File: src/rtl/gcc_defs.svh
// Register offsets, field positions, reset values and loop bounds.
`ifndef GCC_DEFS_SVH
`define GCC_DEFS_SVH

// =====================================================================
// Register map
`define GCC_GAIN_ADDR 5'h0B
`define GCC_STAT_ADDR 5'h0C
`define GCC_MAP_FIRST 5'h00
`define GCC_MAP_LAST 5'h1F
`define GCC_WR_FIRST 5'h08
`define GCC_GROUP_MASK 5'h03
`define GCC_TYPE_MASK 5'h07

// =====================================================================
// Gain register layout
`define GCC_NUM_CH 3
`define GCC_CODE_W 3
`define GCC_GAIN_W 9
`define GCC_GAIN_RST 9'h000
`define GCC_GAIN_PAD 15'h0000

// =====================================================================
// Status and communication register layout
// The stored configuration word holds bits 23:12 of the register.
`define GCC_CFG_LSB 12
`define GCC_CFG_RST 12'hA90
`define GCC_FLAGS_RST 3'h7
`define GCC_STAT_PAD 9'h000
`define GCC_RD_HI 11
`define GCC_RD_LO 10
`define GCC_WR_INC 9
`define GCC_IDLE_FLOAT 8
`define GCC_LINK 7
`define GCC_WCRC 6
`define GCC_WDATA_HI 5
`define GCC_WDATA_LO 4
`define GCC_CRC_EN 3
`define GCC_INT_EN 2

`endif

File: src/rtl/gcc_pkg.sv
// Types shared by the gain and communication configuration block.
package gcc_pkg;

	// Read address increment modes, in field code order 00 to 11.
	typedef enum logic [1:0] {
		GCC_RD_SAME,
		GCC_RD_GROUP,
		GCC_RD_TYPE,
		GCC_RD_ALL
	} gcc_rd_mode_t;

	// Whole state of the register bank.
	typedef struct packed {
		logic [8:0] gain;
		logic [11:0] cfg;
		logic [2:0] flags;
		logic [4:0] addr;
		logic [23:0] rdata;
		logic rvalid;
		logic [8:0] shift;
		logic pin_out;
		logic pin_oe;
	} gcc_state_t;

endpackage

File: src/rtl/gcc_gain_if.sv
// Gain codes out to the decoder and decoded gain shifts back.
`timescale 1ns/1ps
interface gcc_gain_if;
	logic [8:0] code;
	logic [8:0] shift;
	modport ctrl (output code, input shift);
	modport dec (input code, output shift);
endinterface

File: src/rtl/gcc_gain_decode.sv
// Per-channel amplifier gain decoder: code to power-of-two shift.
`timescale 1ns/1ps
`include "gcc_defs.svh"
module gcc_gain_decode import gcc_pkg::*; #(
	parameter int NUM_CH = `GCC_NUM_CH
) (
	// Codes in, shifts out
	gcc_gain_if.dec gif
);

	// =================================================================
	// Elaboration check
	// The gain register only has room for three 3-bit codes.
	generate
		if (NUM_CH < 1 || NUM_CH > `GCC_NUM_CH) begin : g_bad
			$error("gcc_gain_decode: NUM_CH must be 1 to 3");
		end
	endgenerate

	// =================================================================
	// Decoding
	// Shift n means gain 2**n; reserved codes fall back to unity gain.
	function automatic logic [2:0] gcc_shift(input logic [2:0] code);
		logic [2:0] s;
		s = 3'h0;
		unique case (code)
			3'h0, 3'h1, 3'h2, 3'h3, 3'h4, 3'h5: s = code;
			3'h6, 3'h7: s = 3'h0;
		endcase
		return s;
	endfunction

	// One decoder per channel; unused channel slots read unity.
	genvar ch;
	generate
		for (ch = 0; ch < `GCC_NUM_CH; ch++) begin : g_ch
			if (ch < NUM_CH) begin : g_on
				assign gif.shift[ch*3 +: 3] = gcc_shift(gif.code[ch*3 +: 3]);
			end else begin : g_off
				assign gif.shift[ch*3 +: 3] = 3'h0;
			end
		end
	endgenerate

endmodule

File: src/rtl/gcc_regs.sv
// Gain and status/communication configuration register bank.
`timescale 1ns/1ps
`include "gcc_defs.svh"
// How it works
// - Gain register low nine bits hold three 3-bit channel gain codes.
// - Gain codes 000 to 101 select gains 1, 2, 4, 8, 16, 32.
// - Gain codes 110 and 111 are reserved and give unity gain.
// - After reset every channel gain code is 000, unity gain.
// - Gain register bits 23 to 9 always read as zero.
// - Status register at 0x0C; bits 11:3 read zero, 2:0 read-only flags.
// - Idle-float bit 1 drives ready pin high when idle; 0 floats it.
// - Write increment bit loops writes over the writable map, else stays.
// - Read increment field: whole map, types, groups, or same address.
module gcc_regs import gcc_pkg::*; (
	// Clock and reset
	input wire logic clock,
	input wire logic rst_n,
	// Register access port
	input wire logic cmd_start,
	input wire logic [4:0] cmd_addr,
	input wire logic reg_write,
	input wire logic reg_read,
	input wire logic [23:0] reg_wdata,
	output logic [23:0] reg_rdata,
	output logic reg_rvalid,
	output logic [4:0] reg_addr_ptr,
	// Converter side
	input wire logic data_ready,
	input wire logic [2:0] ready_flags_in,
	// Ready pin, active low, three-state
	output logic ready_pin_n_out,
	output logic ready_pin_n_oe,
	// Configuration outputs
	output logic [8:0] channel_gain_code,
	output logic [8:0] gain_shift,
	output logic [1:0] read_inc_mode,
	output logic write_inc,
	output logic ready_link_select,
	output logic width_crc,
	output logic [1:0] width_data,
	output logic comm_checksum_enable,
	output logic config_int_enable
);

	// =================================================================
	// State and gain decoder
	gcc_state_t st;
	gcc_state_t next_st;
	logic [4:0] acc;
	gcc_gain_if gif ();

	assign gif.code = st.gain;

	gcc_gain_decode #(
		.NUM_CH(`GCC_NUM_CH)
	) u_dec (
		.gif(gif.dec)
	);

	// =================================================================
	// Address stepping
	// Step within [lo, hi], wrapping back to lo after hi.
	function automatic logic [4:0] gcc_wrap(input logic [4:0] a,
		input logic [4:0] lo, input logic [4:0] hi);
		return (a == hi) ? lo : 5'(a + 5'h01);
	endfunction

	// Next address after a read, by the read increment mode.
	function automatic logic [4:0] gcc_rd_step(input logic [4:0] a,
		input gcc_rd_mode_t m);
		logic [4:0] n;
		n = a;
		unique case (m)
			GCC_RD_SAME: n = a;
			GCC_RD_GROUP: n = gcc_wrap(a, a & ~`GCC_GROUP_MASK,
				a | `GCC_GROUP_MASK);
			GCC_RD_TYPE: n = gcc_wrap(a, a & ~`GCC_TYPE_MASK,
				a | `GCC_TYPE_MASK);
			GCC_RD_ALL: n = gcc_wrap(a, `GCC_MAP_FIRST, `GCC_MAP_LAST);
		endcase
		return n;
	endfunction

	// Read word of one address; unmapped addresses read zero.
	function automatic logic [23:0] gcc_word(input logic [4:0] a,
		input gcc_state_t s);
		logic [23:0] w;
		w = 24'h000000;
		if (a == `GCC_GAIN_ADDR) begin
			w = {`GCC_GAIN_PAD, s.gain};
		end else if (a == `GCC_STAT_ADDR) begin
			w = {s.cfg, `GCC_STAT_PAD, s.flags};
		end
		return w;
	endfunction

	// =================================================================
	// Next state
	// A write and a read in one cycle: the write is taken, the read is
	// dropped, so the address pointer never steps twice.
	always_comb begin
		next_st = st;
		acc = cmd_start ? cmd_addr : st.addr;
		next_st.flags = ready_flags_in;
		next_st.rvalid = 1'b0;
		next_st.shift = gif.shift;
		if (reg_write) begin
			if (acc == `GCC_GAIN_ADDR) begin
				next_st.gain = reg_wdata[8:0];
			end else if (acc == `GCC_STAT_ADDR) begin
				next_st.cfg = reg_wdata[23:`GCC_CFG_LSB];
			end
			if (st.cfg[`GCC_WR_INC]) begin
				next_st.addr = gcc_wrap(acc, `GCC_WR_FIRST,
					`GCC_MAP_LAST);
			end else begin
				next_st.addr = acc;
			end
		end else if (reg_read) begin
			next_st.rdata = gcc_word(acc, st);
			next_st.rvalid = 1'b1;
			next_st.addr = gcc_rd_step(acc,
				gcc_rd_mode_t'(st.cfg[`GCC_RD_HI:`GCC_RD_LO]));
		end else if (cmd_start) begin
			next_st.addr = cmd_addr;
		end
		// Pin is low while data is ready; idle is high or floating.
		if (data_ready) begin
			next_st.pin_out = 1'b0;
			next_st.pin_oe = 1'b1;
		end else begin
			next_st.pin_out = 1'b1;
			next_st.pin_oe = st.cfg[`GCC_IDLE_FLOAT];
		end
	end

	// =================================================================
	// State register
	// The pin floats in reset so it never fights a shared line.
	always_ff @(posedge clock or negedge rst_n) begin
		if (!rst_n) begin
			st.gain <= `GCC_GAIN_RST;
			st.cfg <= `GCC_CFG_RST;
			st.flags <= `GCC_FLAGS_RST;
			st.addr <= `GCC_MAP_FIRST;
			st.rdata <= 24'h000000;
			st.rvalid <= 1'b0;
			st.shift <= 9'h000;
			st.pin_out <= 1'b1;
			st.pin_oe <= 1'b0;
		end else begin
			st <= next_st;
		end
	end

	// =================================================================
	// Outputs
	assign reg_rdata = st.rdata;
	assign reg_rvalid = st.rvalid;
	assign reg_addr_ptr = st.addr;
	assign ready_pin_n_out = st.pin_out;
	assign ready_pin_n_oe = st.pin_oe;
	assign channel_gain_code = st.gain;
	assign gain_shift = st.shift;
	assign read_inc_mode = st.cfg[`GCC_RD_HI:`GCC_RD_LO];
	assign write_inc = st.cfg[`GCC_WR_INC];
	assign ready_link_select = st.cfg[`GCC_LINK];
	assign width_crc = st.cfg[`GCC_WCRC];
	assign width_data = st.cfg[`GCC_WDATA_HI:`GCC_WDATA_LO];
	assign comm_checksum_enable = st.cfg[`GCC_CRC_EN];
	assign config_int_enable = st.cfg[`GCC_INT_EN];
endmodule

File: config.mk
export PLATFORM = sky130hd
export DESIGN_NAME = gcc_regs
export DESIGN_NICKNAME = d
export VERILOG_FILES = /design/src/rtl/gcc_pkg.sv /design/src/rtl/gcc_gain_if.sv /design/src/rtl/gcc_gain_decode.sv /design/src/rtl/gcc_regs.sv
export VERILOG_INCLUDE_DIRS = /design/src /design/src/rtl
export SDC_FILE = /design/constraint.sdc
export NUM_CORES = 1
export LEC_CHECK = 0
export BUFFER_PORTS_ARGS = -buffer_cell sky130_fd_sc_hd__buf_2
export CAP_MARGIN = 10
export CORE_MARGIN = 3
export CORE_UTILIZATION = 55
export DETAILED_ROUTE_END_ITERATION = 8
export PLACE_DENSITY = 0.82
export SLEW_MARGIN = 25
export SYNTH_ARGS = -nofsm -noshare
export SYNTH_HDL_FRONTEND = slang
export SYNTH_SLANG_ARGS = --single-unit
File: constraint.sdc
create_clock -name clock -period 3.04 [get_ports clock]
set_input_delay 0.304 -clock clock [delete_from_list [all_inputs] [get_ports clock]]
set_output_delay 0.304 -clock clock [all_outputs]
set_load 0.02 [all_outputs]
Word level (Yosys, flattened, before mapping)
Cells that the tools add are included.
{ "totals": {"regBits": 65, "input_bits": 38, "wordCells": 71} }
{ "classes": {"add_sub_neg": 1, "n_eq_ne": 29, "mux": 17, "bitwise": 2, "reduce_logical": 13} }
{ "op_table": {"columns": ["cell", "n"], "rows": [
  ["$mux W24", 2],
  ["$mux W5", 8],
  ["$eq A3 B3 Y1 const B", 13],
  ["$pmux W5 S4", 1],
  ["$eq A3 B2 Y1 const B", 6],
  ["$pmux W3 S2", 3],
  ["$reduce_or A6 Y1", 3],
  ["$eq A5 B4 Y1 const B", 2],
  ["$eq A3 B1 Y1 const B", 3],
  ["$logic_not A3 Y1", 3],
  ["$eq A2 B2 Y1 const B", 3],
  ["$reduce_or A2 Y1", 3],
  ["$add A5 B1 Y5 const B", 1],
  ["$eq A5 B5 Y1 const B", 1],
  ["$reduce_and A2 Y1", 2],
  ["$reduce_and A3 Y1", 1],
  ["$eq A2 B1 Y1 const B", 1],
  ["$logic_not A2 Y1", 1],
  ["$mux W1", 2],
  ["$mux W2", 1],
  ["$not A1 Y1", 2]
]} }

Depth between registers and ports, before layout
Gate-level depths: netlist of run 1.
{ "logic_depth": {"word_depth": 6, "mapped_depth": 11, "mapped_depth_nobuf": 10} }

Hierarchy
Synthesis of run 1 repeated with hierarchy kept, for this count alone.
{ "hier_totals": {"cells_unflattened": 250, "area_unflattened_um2": 3094.2} }
{ "by_module_without_submodules": {"columns": ["mod", "instances", "cells_per_inst", "area_per_inst_um2", "seq_area_each_um2"], "rows": [
  ["gcc_regs", 1, 241, 3019.1, 1561.5],
  ["gcc_gain_decode", 1, 9, 75.1, 0.0]
]} }

Worst setup path before layout of run 1
Ideal clock, no wire load.
{ "synth_path": {"path_kind": "input to register", "startpoint": "in cmd_start", "endpoint": "reg st (netlist bit reg_addr_ptr[3])", "setup_ns": 0.133, "arrival_ns": 1.809, "required_ns": 2.907, "slack_ns": 1.098, "cell_stages": 11, "cell_sequence": "buf_6 mux2i_1 inv_1 ha_1 nand2_1 nor2_1 ha_1 nor2_1 nand3b_1 a41oi_1 a31oi_1"} }
{ "synth_lines": {"columns": ["item", "line", "source"], "rows": [
  ["start: declaration", "gcc_regs.sv:19", "input wire logic cmd_start,"],
  ["end signal: assignment", "gcc_regs.sv:152", "st <= next_st;"],
  ["end: declaration", "gcc_regs.sv:47", "gcc_state_t st;"]
]} }

==> results of run 1 <==
worst max-delay path by stage:
| stage | start | cells after the start | slack, ns | end |
|---|---|---|---|---|
| 4_1_cts | reg_addr_ptr[0] | 10 | 0.92 | reg_addr_ptr[3] |
| 6_report | reg_addr_ptr[0] | 9 | 0.92 | reg_addr_ptr[3] |
| 2_1_floorplan | cmd_start | 11 | 1.10 | reg_addr_ptr[3] |
| 3_5_place_dp | cmd_start | 11 | 0.74 | reg_addr_ptr[3] |
| 3_3_place_gp | cmd_start | 11 | 0.75 | reg_addr_ptr[3] |
| 5_1_grt | reg_addr_ptr[0] | 10 | 0.68 | reg_addr_ptr[3] |
cells by family (layout without fill, tap and decap cells):
| kind of cell | after synthesis | in the layout | synth area share [%] |
|---|---|---|---|
| other | 1 | 3 | 0.1224 |
| multiplexers | 28 | 28 | 11.93 |
| AO/OA/AOI/OAI | 40 | 40 | 10.05 |
| buffers and inverters | 68 | 115 | 15.97 |
| AND/OR/NAND/NOR | 44 | 44 | 8.171 |
| flip-flops | 62 | 62 | 50.98 |
| adder cells (fa/ha/maj) | 4 | 4 | 1.634 |
| XOR/XNOR | 4 | 4 | 1.144 |
area by class of cell:
class,count,share of cell area (%)
tap,70,2.607
inverter,6,0.6704
clock buffer,12,4.320
multi-input combinational,123,30.35
sequential,62,46.48
clock inverter,4,1.415
timing repair buffer,93,14.15
metrics by stage:
stage / std cells / util [%]
CTS: 370 / 64.14
finish: 370 / 64.14
detailed placement: 353 / 60.27
global route: 370 / 64.14
floorplan: 253 / -
global placement: 353 / 60.27
registers in the layout, indices dropped and copies added, names as in the netlist:
| signal | flops |
|---|---|
| comm_checksum_enable | 1 |
| read_inc_mode | 2 |
| reg_rdata | 21 |
| ready_pin_n_out | 1 |
| width_data | 2 |
| config_int_enable | 1 |
| st | 6 |
| ready_pin_n_oe | 1 |
| width_crc | 1 |
| gain_shift | 9 |
| ready_link_select | 1 |
| reg_rvalid | 1 |
| reg_addr_ptr | 5 |
| write_inc | 1 |
| channel_gain_code | 9 |
worst max-delay path, stage by stage, from the launching register on:
cell and delay [ns]:
sky130_fd_sc_hd__dfrtp_1 0.42, sky130_fd_sc_hd__mux2i_1 0.33, sky130_fd_sc_hd__inv_1 0.11, sky130_fd_sc_hd__ha_1 0.27, sky130_fd_sc_hd__nand2_1 0.07, sky130_fd_sc_hd__nor2_1 0.04, sky130_fd_sc_hd__ha_1 0.24, sky130_fd_sc_hd__nand4b_1 0.20
sky130_fd_sc_hd__a41oi_1 0.23, sky130_fd_sc_hd__a31oi_1 0.07
cells in the mapped netlist, types with 4 or more instances:
library cell and n:
sky130_fd_sc_hd__dfrtp_1 54, sky130_fd_sc_hd__buf_4 52, sky130_fd_sc_hd__a22o_1 17, sky130_fd_sc_hd__mux2_2 14, sky130_fd_sc_hd__mux2_4 11, sky130_fd_sc_hd__nor2_1 10
sky130_fd_sc_hd__nand2_1 9, sky130_fd_sc_hd__dfstp_2 8, sky130_fd_sc_hd__nor2b_1 7, sky130_fd_sc_hd__inv_1 5, sky130_fd_sc_hd__o21ai_0 5, sky130_fd_sc_hd__buf_2 4
sky130_fd_sc_hd__ha_1 4, sky130_fd_sc_hd__nand3b_1 4, sky130_fd_sc_hd__xnor2_1 4
power breakdown:
group / internal [W] / switching [W]
combinational: 0.000380 / 0.000511
sequential: 0.00104 / 0.000168
clock: 0.000399 / 0.000299
total: 0.00182 / 0.000978
per-layer routing:
metal / part of all wire [%] / vias to the layer above / track usage [%]
met5: 0 / - / 0
met4: 0.44 / 0 / 7.095
met3: 6.3 / 2 / 4.260
met2: 51 / 71 / 30.88
met1: 42 / 938 / 24.23
li1: - / 902 / -
==> results, run 1 <==
- The worst setup path is of the reg -> reg kind.
- The total area of sequential cells is 0.001562 mm².
- For this run, the detailed router's first-pass iteration total came to 4.
- The boundary pin count is 97.
- The number of hold buffers added after CTS was 1.
- The floorplan step set the die height to 80.63 µm.
- The worst setup slack after placement is 0.7439 ns.
- The endpoint of the worst register-to-register path is reg_addr_ptr[3].
- The detailed placement HPWL is 4.135 mm.
- By area the synthesized netlist is led by sky130_fd_sc_hd__dfrtp_1 44%, sky130_fd_sc_hd__buf_4 13%, sky130_fd_sc_hd__dfstp_2 6.9%, sky130_fd_sc_hd__mux2_4 5.4%, sky130_fd_sc_hd__mux2_2 5.1%.
- The number of vias after detailed routing is 1,913.
- The number of different library cells used by synthesis comes to 43.
- After detailed routing, the average wire length per cell comes to 15.44 µm.
- The final cycle utilization of the critical path is 69.89%.
- The total number of placement rows is 26.
- The area overhead of the layout relative to synthesis is 9.681%.
- The largest buffer count on any clock path is 2.
- The tightest slew margin relative to the limit is 45.74%.
- The final wirelength is 5.712 mm.
- The leading cell type in the layout, fill and taps excluded is sky130_fd_sc_hd__buf_2.
- Among all flip-flop cells after synthesis, the most frequent one is sky130_fd_sc_hd__dfrtp_1.
- The clock tree from TritonCTS is done.
- The final number of max-transition violations was 0.
- The maximum achievable frequency is 470.7 MHz.
- The number of antenna violations at the first check in global routing is 0.
- In this run, the number of DRC markers left after iteration 0 of detailed routing was 71.
- The final global-route overflow total is 0.
- The die is 80.63 µm wide.
- The slack of the worst reg-to-reg path is 0.92 ns.
- The count of nets left with antenna violations once routing finished came out at 0.
- For this run, the post-layout net count is 337.
- The total area of multi-input combinational cells is 0.001020 mm².
- The total global-route track usage is 18.82%.
- The type of element launching the critical path is a flop.
- The initial utilization of the core area, before any placement, comes to 58.48%.
- The final non-filler cell area is 0.003359 mm².
- The maximum number of pins on one net before global-route repair is 37.
- Fill cells in the final layout number 419.
- The synthesized design spends more area on one cell type than any other, namely sky130_fd_sc_hd__dfrtp_1.
- Setup repair after global routing left no endpoint under its margin.
- The global-route wire length before repair is 9.211 mm.
- The origin of the critical flop-to-flop path is reg_addr_ptr[0].
- The arrival time of data at the critical path endpoint is 2.32 ns.
- The max capacitance violation total is 0.
- After technology mapping, the gate count stands at 251.
- After layout, the worst setup slack is 0.9153 ns.
- The worst-case IR drop observed on VDD is 0.6355 mV.
- The clock transition at the registers of the reported paths is 0.07 ns.
- The via count of the first global-routing pass is 1,890.
- The root cell of the clock tree is sky130_fd_sc_hd__clkbuf_8.
- The post-layout minimum cycle time is 2.125 ns.
- The startpoint identified for the worst hold timing path is ready_flags_in[0].
- The worst-case clock skew is 0.008761 ns.
- The count of unresolved DRC violations after routing is 0.
- Counting flops with a built-in enable in the synthesized netlist gives 0.
- The count of warnings emitted by yosys is 0.
- After detailed placement, the total cell area comes to 0.003157 mm².
- The count of cells resized by post-cts repair is 0.
- The post-route netlist has 48.33% of its cells at a drive strength greater than 1.
- The final total power is 0.002802 W.
- The required arrival time at the worst endpoint is 3.23 ns.
- The number of H-tree levels is 3.
- Each instance of the synthesized netlist takes up on average 12.20 µm².
- The floorplan step defined a die boundary enclosing 0.006500 mm².
- The share of flip-flops with an asynchronous set or reset is 100.0%.
- The number of antenna diodes in the final layout is 0.
- Summed over all failing endpoints, the final setup total negative slack is 0 ns.
- Of all nets on the critical path, the largest fanout is 5.
- The worst hold path depth is 1.
- The critical path capture point type is a flop.
- Final hold analysis gives a worst-case slack of 0.07974 ns.
- The setup fix buffers added after clock tree synthesis is 0.
- The number of hold violations in the final report came to 0.
- Leaving out fill and tap cells, the most frequent cells in the layout are 90 x sky130_fd_sc_hd__buf_2, 54 x sky130_fd_sc_hd__dfrtp_1, 17 x sky130_fd_sc_hd__a22o_1.
- The summed instance area of the synthesized netlist is 0.003063 mm².
- The final setup violation count is 0.
- The number of vias per cell is 5.170.
- Counting flops and latches in the post-synthesis netlist gives 62.
- In this run the power density over the cells is 833.9 mW/mm².
- The analysis attributes to cell leakage a power of 1.789 nW.
- The clock net sink count is 62.
- Measured in cells, the most critical reg-to-reg path has a length of 9.
- The number of buffers created by CTS is 9.
- The core region is 0.005238 mm².
- The kind of path behind the tightest hold check is in -> reg.
- The flow ran to the end, and the final reports show no timing, DRC or antenna violations.
- The sequential fraction of the synthesis area is 50.98%.
- The later pin in the worst-skew pair is clocked with a latency of 0.32 ns.
- The quantity of I/O buffers inserted on ports is 90.
- For the pin with the worst max-slew slack, the measured transition is 0.8109 ns.
- Of the post-synthesis cell area, the dominant cell type holds 44.12%.
- The final weighted congestion in routability-driven placement is 0.8541.
- The worst-case hold path end point is st[41].
Note: power is estimated with default switching activity, not from simulation.
==> inputs of run 2 (changes only) <==
--- a/config.mk
+++ b/config.mk
@@ -9,9 +9,9 @@
 export BUFFER_PORTS_ARGS = -buffer_cell sky130_fd_sc_hd__buf_2
 export CAP_MARGIN = 10
 export CORE_MARGIN = 3
-export CORE_UTILIZATION = 55
+export CORE_UTILIZATION = 46
 export DETAILED_ROUTE_END_ITERATION = 8
-export PLACE_DENSITY = 0.82
+export PLACE_DENSITY = 0.73
 export SLEW_MARGIN = 25
 export SYNTH_ARGS = -nofsm -noshare
 export SYNTH_HDL_FRONTEND = slang
==> constraint.sdc (replaced) <==
create_clock -name clock -period 1.9 [get_ports clock]
set_input_delay 0.19 -clock clock [delete_from_list [all_inputs] [get_ports clock]]
set_output_delay 0.19 -clock clock [all_outputs]
set_load 0.02 [all_outputs]
==> run 2 against run 1 <==
Clock power is 76% higher. Highest routed layer unchanged. Non-clock buffer count up 13. Count of clock-buffer cells in the layout is 2 lower. Critical path type unchanged. Sequential cell count is the same.
==> results, run 2 (same netlist as run 1, synthesis figures left out) <==
- Clock-pin slew was measured on the worst setup and hold paths at 0.07 ns.
- Entering global routing, the biggest net connects 63 pins.
- The part of the total power dissipated in sequential elements is 41.0%.
- Compared with the post-synthesis result, the final layout area differs by 15.56%.
- Detailed placement ended at an HPWL of 4.094 mm.
- The final setup violation count is 0.
- For this run, global-route usage on met1 was measured as 19.82%.
- The final global-route overflow total is 0.
- The portion of total power attributed to combinational logic is 32.8%.
- The destination of the critical timing path is reg_addr_ptr[3].
- After detailed routing, the number of vias per cell comes to 5.064.
- The slack of the worst reg-to-reg path is 0.1 ns.
- The final number of max-transition violations came to 0.
- Power spread over the standard cell area amounts to 1321 mW/mm².
- The number of antenna violations at the first check in global routing came to 0.
- The first detailed-routing pass took 4 iterations.
- The boundary pin count is 97.
- The die covers 0.007674 mm².
- The register with the most flip-flops in the layout has 21 of them.
- The worst path setup slack after routing is 0.09903 ns.
- Buffers placed on the I/O ports in this run total 90.
- The number of buffers created by CTS is 9.
- The type of the worst setup path is reg -> reg.
- The worst register-to-register path has a depth of 6.
- The setup fix buffers added after clock tree synthesis is 0.
- The run finished with clean final reports.
- Data arrives at the worst endpoint at 2.05 ns.
- The clock tree from TritonCTS is done.
- Leaving out fill and tap cells, the most frequent cells in the layout are 90 x sky130_fd_sc_hd__buf_2, 54 x sky130_fd_sc_hd__dfrtp_1, 17 x sky130_fd_sc_hd__a22o_1.
- The number of antenna diodes in the final layout is 0.
- The final layout contains routed wiring with a total length of 5.733 mm.
- The worst setup slack after placement is 0.01901 ns.
- Counting every sink on the clock net gives 62.
- The number of hold violations in the final report was 0.
- The via count of the first global-routing pass came to 1,904.
- The tree is rooted in a sky130_fd_sc_hd__clkbuf_8.
- VDD sags by at most 0.7122 mV.
- The startpoint identified for the worst register-to-register timing path is reg_addr_ptr[1].
- The max capacitance violation total is 0.
- The design internal power is 0.003091 W.
- The clock network power share is 26.3%.
- After global routing, the most crowded layer is met2.
- Dividing the final minimum period by the clock period gives 94.79%.
- In this run the worst hold path is classified as in -> reg.
- In this run the standard cell core region covers 0.006386 mm².
- The mean routed wirelength per cell is 14.70 µm.
- Hold is met by 0.08823 ns.
- The fraction of power spent switching nets is 33.92%.
- In this run the static leakage power is 1.865 nW.
- The worst-margin pin slew is 0.5173 ns.
- The layout has 552 filler cells.
- The tightest slew margin relative to the limit is 65.15%.
- Global routing used 15.53% of the available tracks across all layers.
- The global-route track usage on met2 is 24.73%.
- The worst path in the final design needs a cycle of 1.801 ns, including I/O delays and setup.
- The critical path capture point type is a flop.
- Along the worst path, the maximum fanout reaches 4.
- The initial core utilization is 47.96%.
- The height of the die is 87.60 µm.
- For the worst-skew pair, the clock arrives at the later sink with an insertion delay of 0.33 ns.
- After the first detailed-routing iteration, the DRC count stood at 41.
- The beginning of the critical path is reg_addr_ptr[1].
- The final weighted congestion in routability-driven placement is 0.7735.
- In the final layout, the share of cells above drive strength 1 is 50.80%.
- The type of element launching the critical path is a flop.
- The total number of nets in the final design is 350.
- The endpoint of the worst register-to-register path is reg_addr_ptr[3].
- The first global-routing pass estimated 9.183 mm of wire.
- Global routing used 4.139% of the available met3 tracks.
- Summed over all nets, the switching power comes to 0.001586 W.
- Based on the critical path, the design can be clocked at up to 555.3 MHz.
- The required arrival time at the worst endpoint is 2.15 ns.
- For this block, the via count after detailed routing is 1,975.
- The die is 87.60 µm wide.
- The count of unresolved DRC violations after routing is 0.
- The library cell used most frequently in the layout, excluding fill and tap cells, is sky130_fd_sc_hd__buf_2.
- The number of H-tree levels is 3.
- The clock passes through at most 2 buffers.
- The number of antenna-violating nets in the routed design is 0.
- The worst-case clock skew is 0.01223 ns.
- The total number of placement rows is 29.
## run 2: cell type report
cell class / instances / area, µm² / area share [%]
clock buffer: 10 / 127.6 / 3.606
clock inverter: 6 / 86.33 / 2.439
inverter: 6 / 22.52 / 0.6363
multi-input combinational: 123 / 1050 / 29.66
sequential: 62 / 1562 / 44.11
tap: 77 / 96.34 / 2.722
timing repair buffer: 106 / 595.6 / 16.83
## run 2: worst min path at each step
stage | endpoint | startpoint | cells past startpoint | slack, ns
2_1_floorplan | channel_gain_code[0] | rst_n | 0 | -0.11
3_3_place_gp | gain_shift[8] | rst_n | 2 | 0.22
3_5_place_dp | gain_shift[7] | rst_n | 2 | 0.23
4_1_cts | ready_link_select | reg_wdata[19] | 2 | 0.07
5_1_grt | st[52] | reg_wdata[20] | 2 | 0.07
6_report | width_crc | reg_wdata[18] | 2 | 0.09
## run 2: critical path: stages, from the launching register on
cell,delay (ns)
sky130_fd_sc_hd__dfrtp_1,0.39
sky130_fd_sc_hd__mux2_2,0.30
sky130_fd_sc_hd__ha_1,0.23
sky130_fd_sc_hd__a211oi_1,0.36
sky130_fd_sc_hd__xnor2_1,0.18
sky130_fd_sc_hd__nand3b_1,0.09
sky130_fd_sc_hd__a31oi_1,0.17
## run 2: layer usage
layer / vias to the layer above / wire, µm / share of wire, %
met3: 11 / 343 / 6.0
met4: 0 / 112 / 2.0
met2: 72 / 2809 / 49
met5: - / 0 / 0
li1: 933 / - / -
met1: 959 / 2467 / 43
## run 2: what timing repair did
| item | 4_1_cts | 5_1_grt |
|---|---|---|
| setup endpoints to repair | 0 | 2 |
| gates resized for setup | 0 | 6 |
| endpoints found under the hold margin | 58 | 0 |
| hold buffers | 5 | 0 |
## run 2: metrics by stage
step	instances	utilization (%)	setup TNS [ns]	total power, W	instance area [µm²]
after floorplan	253	-	0	0.003250	3070
after global placement	369	50.82	0	0.003408	3246
after detailed placement	369	50.82	0	0.003454	3246
after CTS	390	54.96	0	0.004711	3510
after global routing	390	55.43	-0.0005560	0.004964	3540
final	390	55.43	0	0.004677	3540
## run 2: power groups by stage
| stage | Combinational, W | Clock (W) | Sequential, W |
|---|---|---|---|
| after CTS | 0.00152 | 0.00126 | 0.00192 |
| after global placement | 0.00148 | 0 | 0.00193 |
| after floorplan | 0.00131 | 0 | 0.00194 |
| final | 0.00153 | 0.00123 | 0.00192 |
| after detailed placement | 0.00151 | 0 | 0.00195 |
| after global routing | 0.00165 | 0.00134 | 0.00198 |
==> inputs of run 3 (changes only) <==
--- a/config.mk
+++ b/config.mk
@@ -11,7 +11,7 @@
 export CORE_MARGIN = 3
 export CORE_UTILIZATION = 46
 export DETAILED_ROUTE_END_ITERATION = 8
-export PLACE_DENSITY = 0.73
+export PLACE_DENSITY = 0.76
 export SLEW_MARGIN = 25
 export SYNTH_ARGS = -nofsm -noshare
 export SYNTH_HDL_FRONTEND = slang
==> run 3 against run 2 <==
First-iteration DRC count shrank 34%. Cell area is 1.3% lower. Combinational power is essentially flat. Clock skew down 0.0046 ns. Fmax increased by 1.0%. Count of clock-buffer cells in the layout stayed put. Sequential cell count stayed put. Sequential share of layout area increased by 0.58 points. Clock power is 11% lower.
==> results, run 3 (same netlist as run 1, synthesis figures left out) <==
- The run finished with clean final reports.
- The detailed router's first-iteration violation count is 27.
- The clock tree from TritonCTS is done.
- In this run, placement finished with an instance count of 370.
- The total number of nets in the final design is 352.
- Summing all placed instances gives a cell area of 0.003241 mm².
- The clock transition at the registers of the reported paths is 0.07 ns.
- Across all hold checks on the routed design, the worst slack comes to 0.09033 ns.
- The worst setup path is captured at a flop.
- Global routing used 15.79% of the available tracks.
- For the worst setup path, the data required time is 2.09 ns.
- The number of vias after detailed routing is 1,964.
- Along the worst path, the maximum fanout reaches 5.
- The clock passes through at most 2 buffers.
- Walking the worst path, the cells encountered are mux2i_1 -> inv_1 -> ha_1 -> nand2_1 -> nor2_1 -> ha_2 -> a31oi_1 -> mux4_2.
- The number of buffers created by CTS is 9.
- Measured along the y axis, the die boundary spans 87.60 µm.
- Combinational cells account for 33.9% of the total power.
- The count of unresolved DRC violations after routing is 0.
- The kind of path behind the tightest hold check is in -> reg.
- In the routed layout, each cell is associated on average with a via count of 5.010.
- The area overhead of the layout relative to synthesis is 14.05%.
- The number of antenna violations at the first check in global routing came to 0.
- The quantity of I/O buffers inserted on ports is 90.
- Of the available clock period, the critical path in the final layout requires 93.81%.
- In the layout the commonest cells are 90 x sky130_fd_sc_hd__buf_2, 54 x sky130_fd_sc_hd__dfrtp_1, 17 x sky130_fd_sc_hd__a22o_1.
- Detailed placement finished with a half-perimeter wire length of 4.261 mm.
- Data on the critical path arrives at its endpoint at 1.98 ns.
- The floorplan core area is 0.006386 mm².
- The area of the die is 0.007674 mm².
- The number of inserted filler cells in the final layout is 571.
- The maximum number of pins on one net before global-route repair is 24.
- The clock latency at the later pin of the worst-skew pair is 0.32 ns.
- The worst-margin pin slew is 0.5246 ns.
- The via count of the first global-routing pass is 1,889.
- The die outline width is 87.60 µm.
- The highest ir drop seen on vdd is 0.7802 mV.
- Counting I/O delays and the setup requirement, the final critical path takes 1.782 ns.
- The maximum achievable frequency is 561.1 MHz.
- The final global-route overflow total is 0.
- The count of nets left with antenna violations once routing finished came out at 0.
- The total area of multi-input combinational cells is 0.001025 mm².
- The library cell contributing the largest single delay on the critical path is sky130_fd_sc_hd__mux4_2.
- The register with the most flip-flops in the layout has 21 of them.
- The global-route wire length before repair is 9.259 mm.
- Setup violations remaining at the end of the flow were counted as 0.
- Routability-driven placement finished with a final weighted congestion of 0.8304.
- Net switching is 34.93% of the power.
- After routing the design area is 0.003493 mm².
- The worst setup path is of the reg -> reg kind.
- For this design the ratio of total power to cell area is 1300 mW/mm².
- The analysis attributes to cell leakage a power of 1.862 nW.
- Registers are responsible for 42.0% of the overall power.
- Before antenna repair, the detailed router went through 4 iterations.
- The proportion of layout cells with a drive suffix above 1 is 50.48%.
- For this block, the routed nets add up to 5.797 mm of wire.
- Leaving out fill and tap cells, the most frequent cell in the layout is sky130_fd_sc_hd__buf_2.
- 97 I/O pins were placed.
- Of the total power, the clock network draws 24.1%.
- The antenna diode count is 0.
- The clock net sink count is 62.
- Once layout is complete, the cells apart from fillers number 392.
- The final number of max-transition violations was 0.
- The number of H-tree levels is 3.
- Across the run, the number of max-cap violations was 0.
- The design internal power is 0.002955 W.
- The worst-case clock skew is 0.007646 ns.
- The sum of negative setup slack is 0 ns.
- The total area of sequential cells is 0.001562 mm².
- The net switching power is 0.001586 W.
- The worst pin sits at a relative slew slack of 64.66%.
- The worst path setup slack after routing is 0.1176 ns.
- The tree is rooted in a sky130_fd_sc_hd__clkbuf_8.
- The worst setup path is launched from a flop.
- Timing analysis after detailed placement gives a worst setup slack of 0.01104 ns.
- The number of hold violations in the final report was 0.
- The biggest cell delay along the critical path is 0.48 ns.
- For this configuration, the core starts out at a cell density of 47.96%.
- The mean routed wirelength per cell is 14.79 µm.
- The total number of placement rows is 29.
- Setup repair after global routing left no endpoint under its margin.
[run 3: worst max-delay path, delay by kind of cell, from the launching register on]
family	cells	cell delay (ns)
simple gates	2	0.16
fa+ha+maj	2	0.40
mux	2	0.57
buf+inv	1	0.09
compound gates	1	0.09
flops	1	0.35
[run 3: per-layer routing]
layer  routed length (µm)  vias up  GRT usage, %  share of wire (%)
li1                     -      941             -                  -
met4                   98        0         6.695                1.7
met1                 2575      953         20.70                 44
met5                    0        -             0                  0
met3                  310        9         2.916                5.3
met2                 2812       61         25.75                 49
[run 3: layout make-up]
cell class	instances	share of cell area [%]
Clock buffer	10	3.653
Tap cell	77	2.758
Clock inverter	6	1.791
Multi-Input combinational cell	123	29.33
Inverter	6	0.6447
Timing Repair Buffer	108	17.12
Sequential cell	62	44.70
[run 3: worst paths after layout]
kind	from	slack [ns]	to	cells past startpoint
setup / recovery	reg_addr_ptr[0]	0.12	reg_addr_ptr[0]	8
hold / removal	reg_wdata[6]	0.09	channel_gain_code[6]	2
setup reg to reg	reg_addr_ptr[0]	0.12	reg_addr_ptr[0]	8
hold reg to reg	st[45]	0.49	reg_rdata[13]	1
max in group asynchronous	rst_n	0.83	width_data[0]	3
min in group asynchronous	rst_n	0.37	reg_addr_ptr[4]	2
[run 3: metrics by stage]
step                      utilization (%)  power, W
final                               54.70  0.004541
after global routing                54.70  0.004817
after CTS                           54.51  0.004583
after detailed placement            50.74  0.003456
after global placement              50.74  0.003403
after floorplan                         -  0.003250
[run 3: power by group through the flow]
stage          registers [W]  clock network (W)  logic (W)
2_1_floorplan        0.00194                  0    0.00131
6_report             0.00191            0.00109    0.00154
4_1_cts              0.00192            0.00113    0.00153
3_3_place_gp         0.00192                  0    0.00148
5_1_grt              0.00196            0.00119    0.00166
3_5_place_dp         0.00194                  0    0.00152
[run 3: timing repair]
action	4_1_cts	5_1_grt
gates resized for setup	0	2
setup buffers	0	1
endpoints found under the hold margin	19	0
endpoints found under the setup margin	0	2
hold buffers	5	0
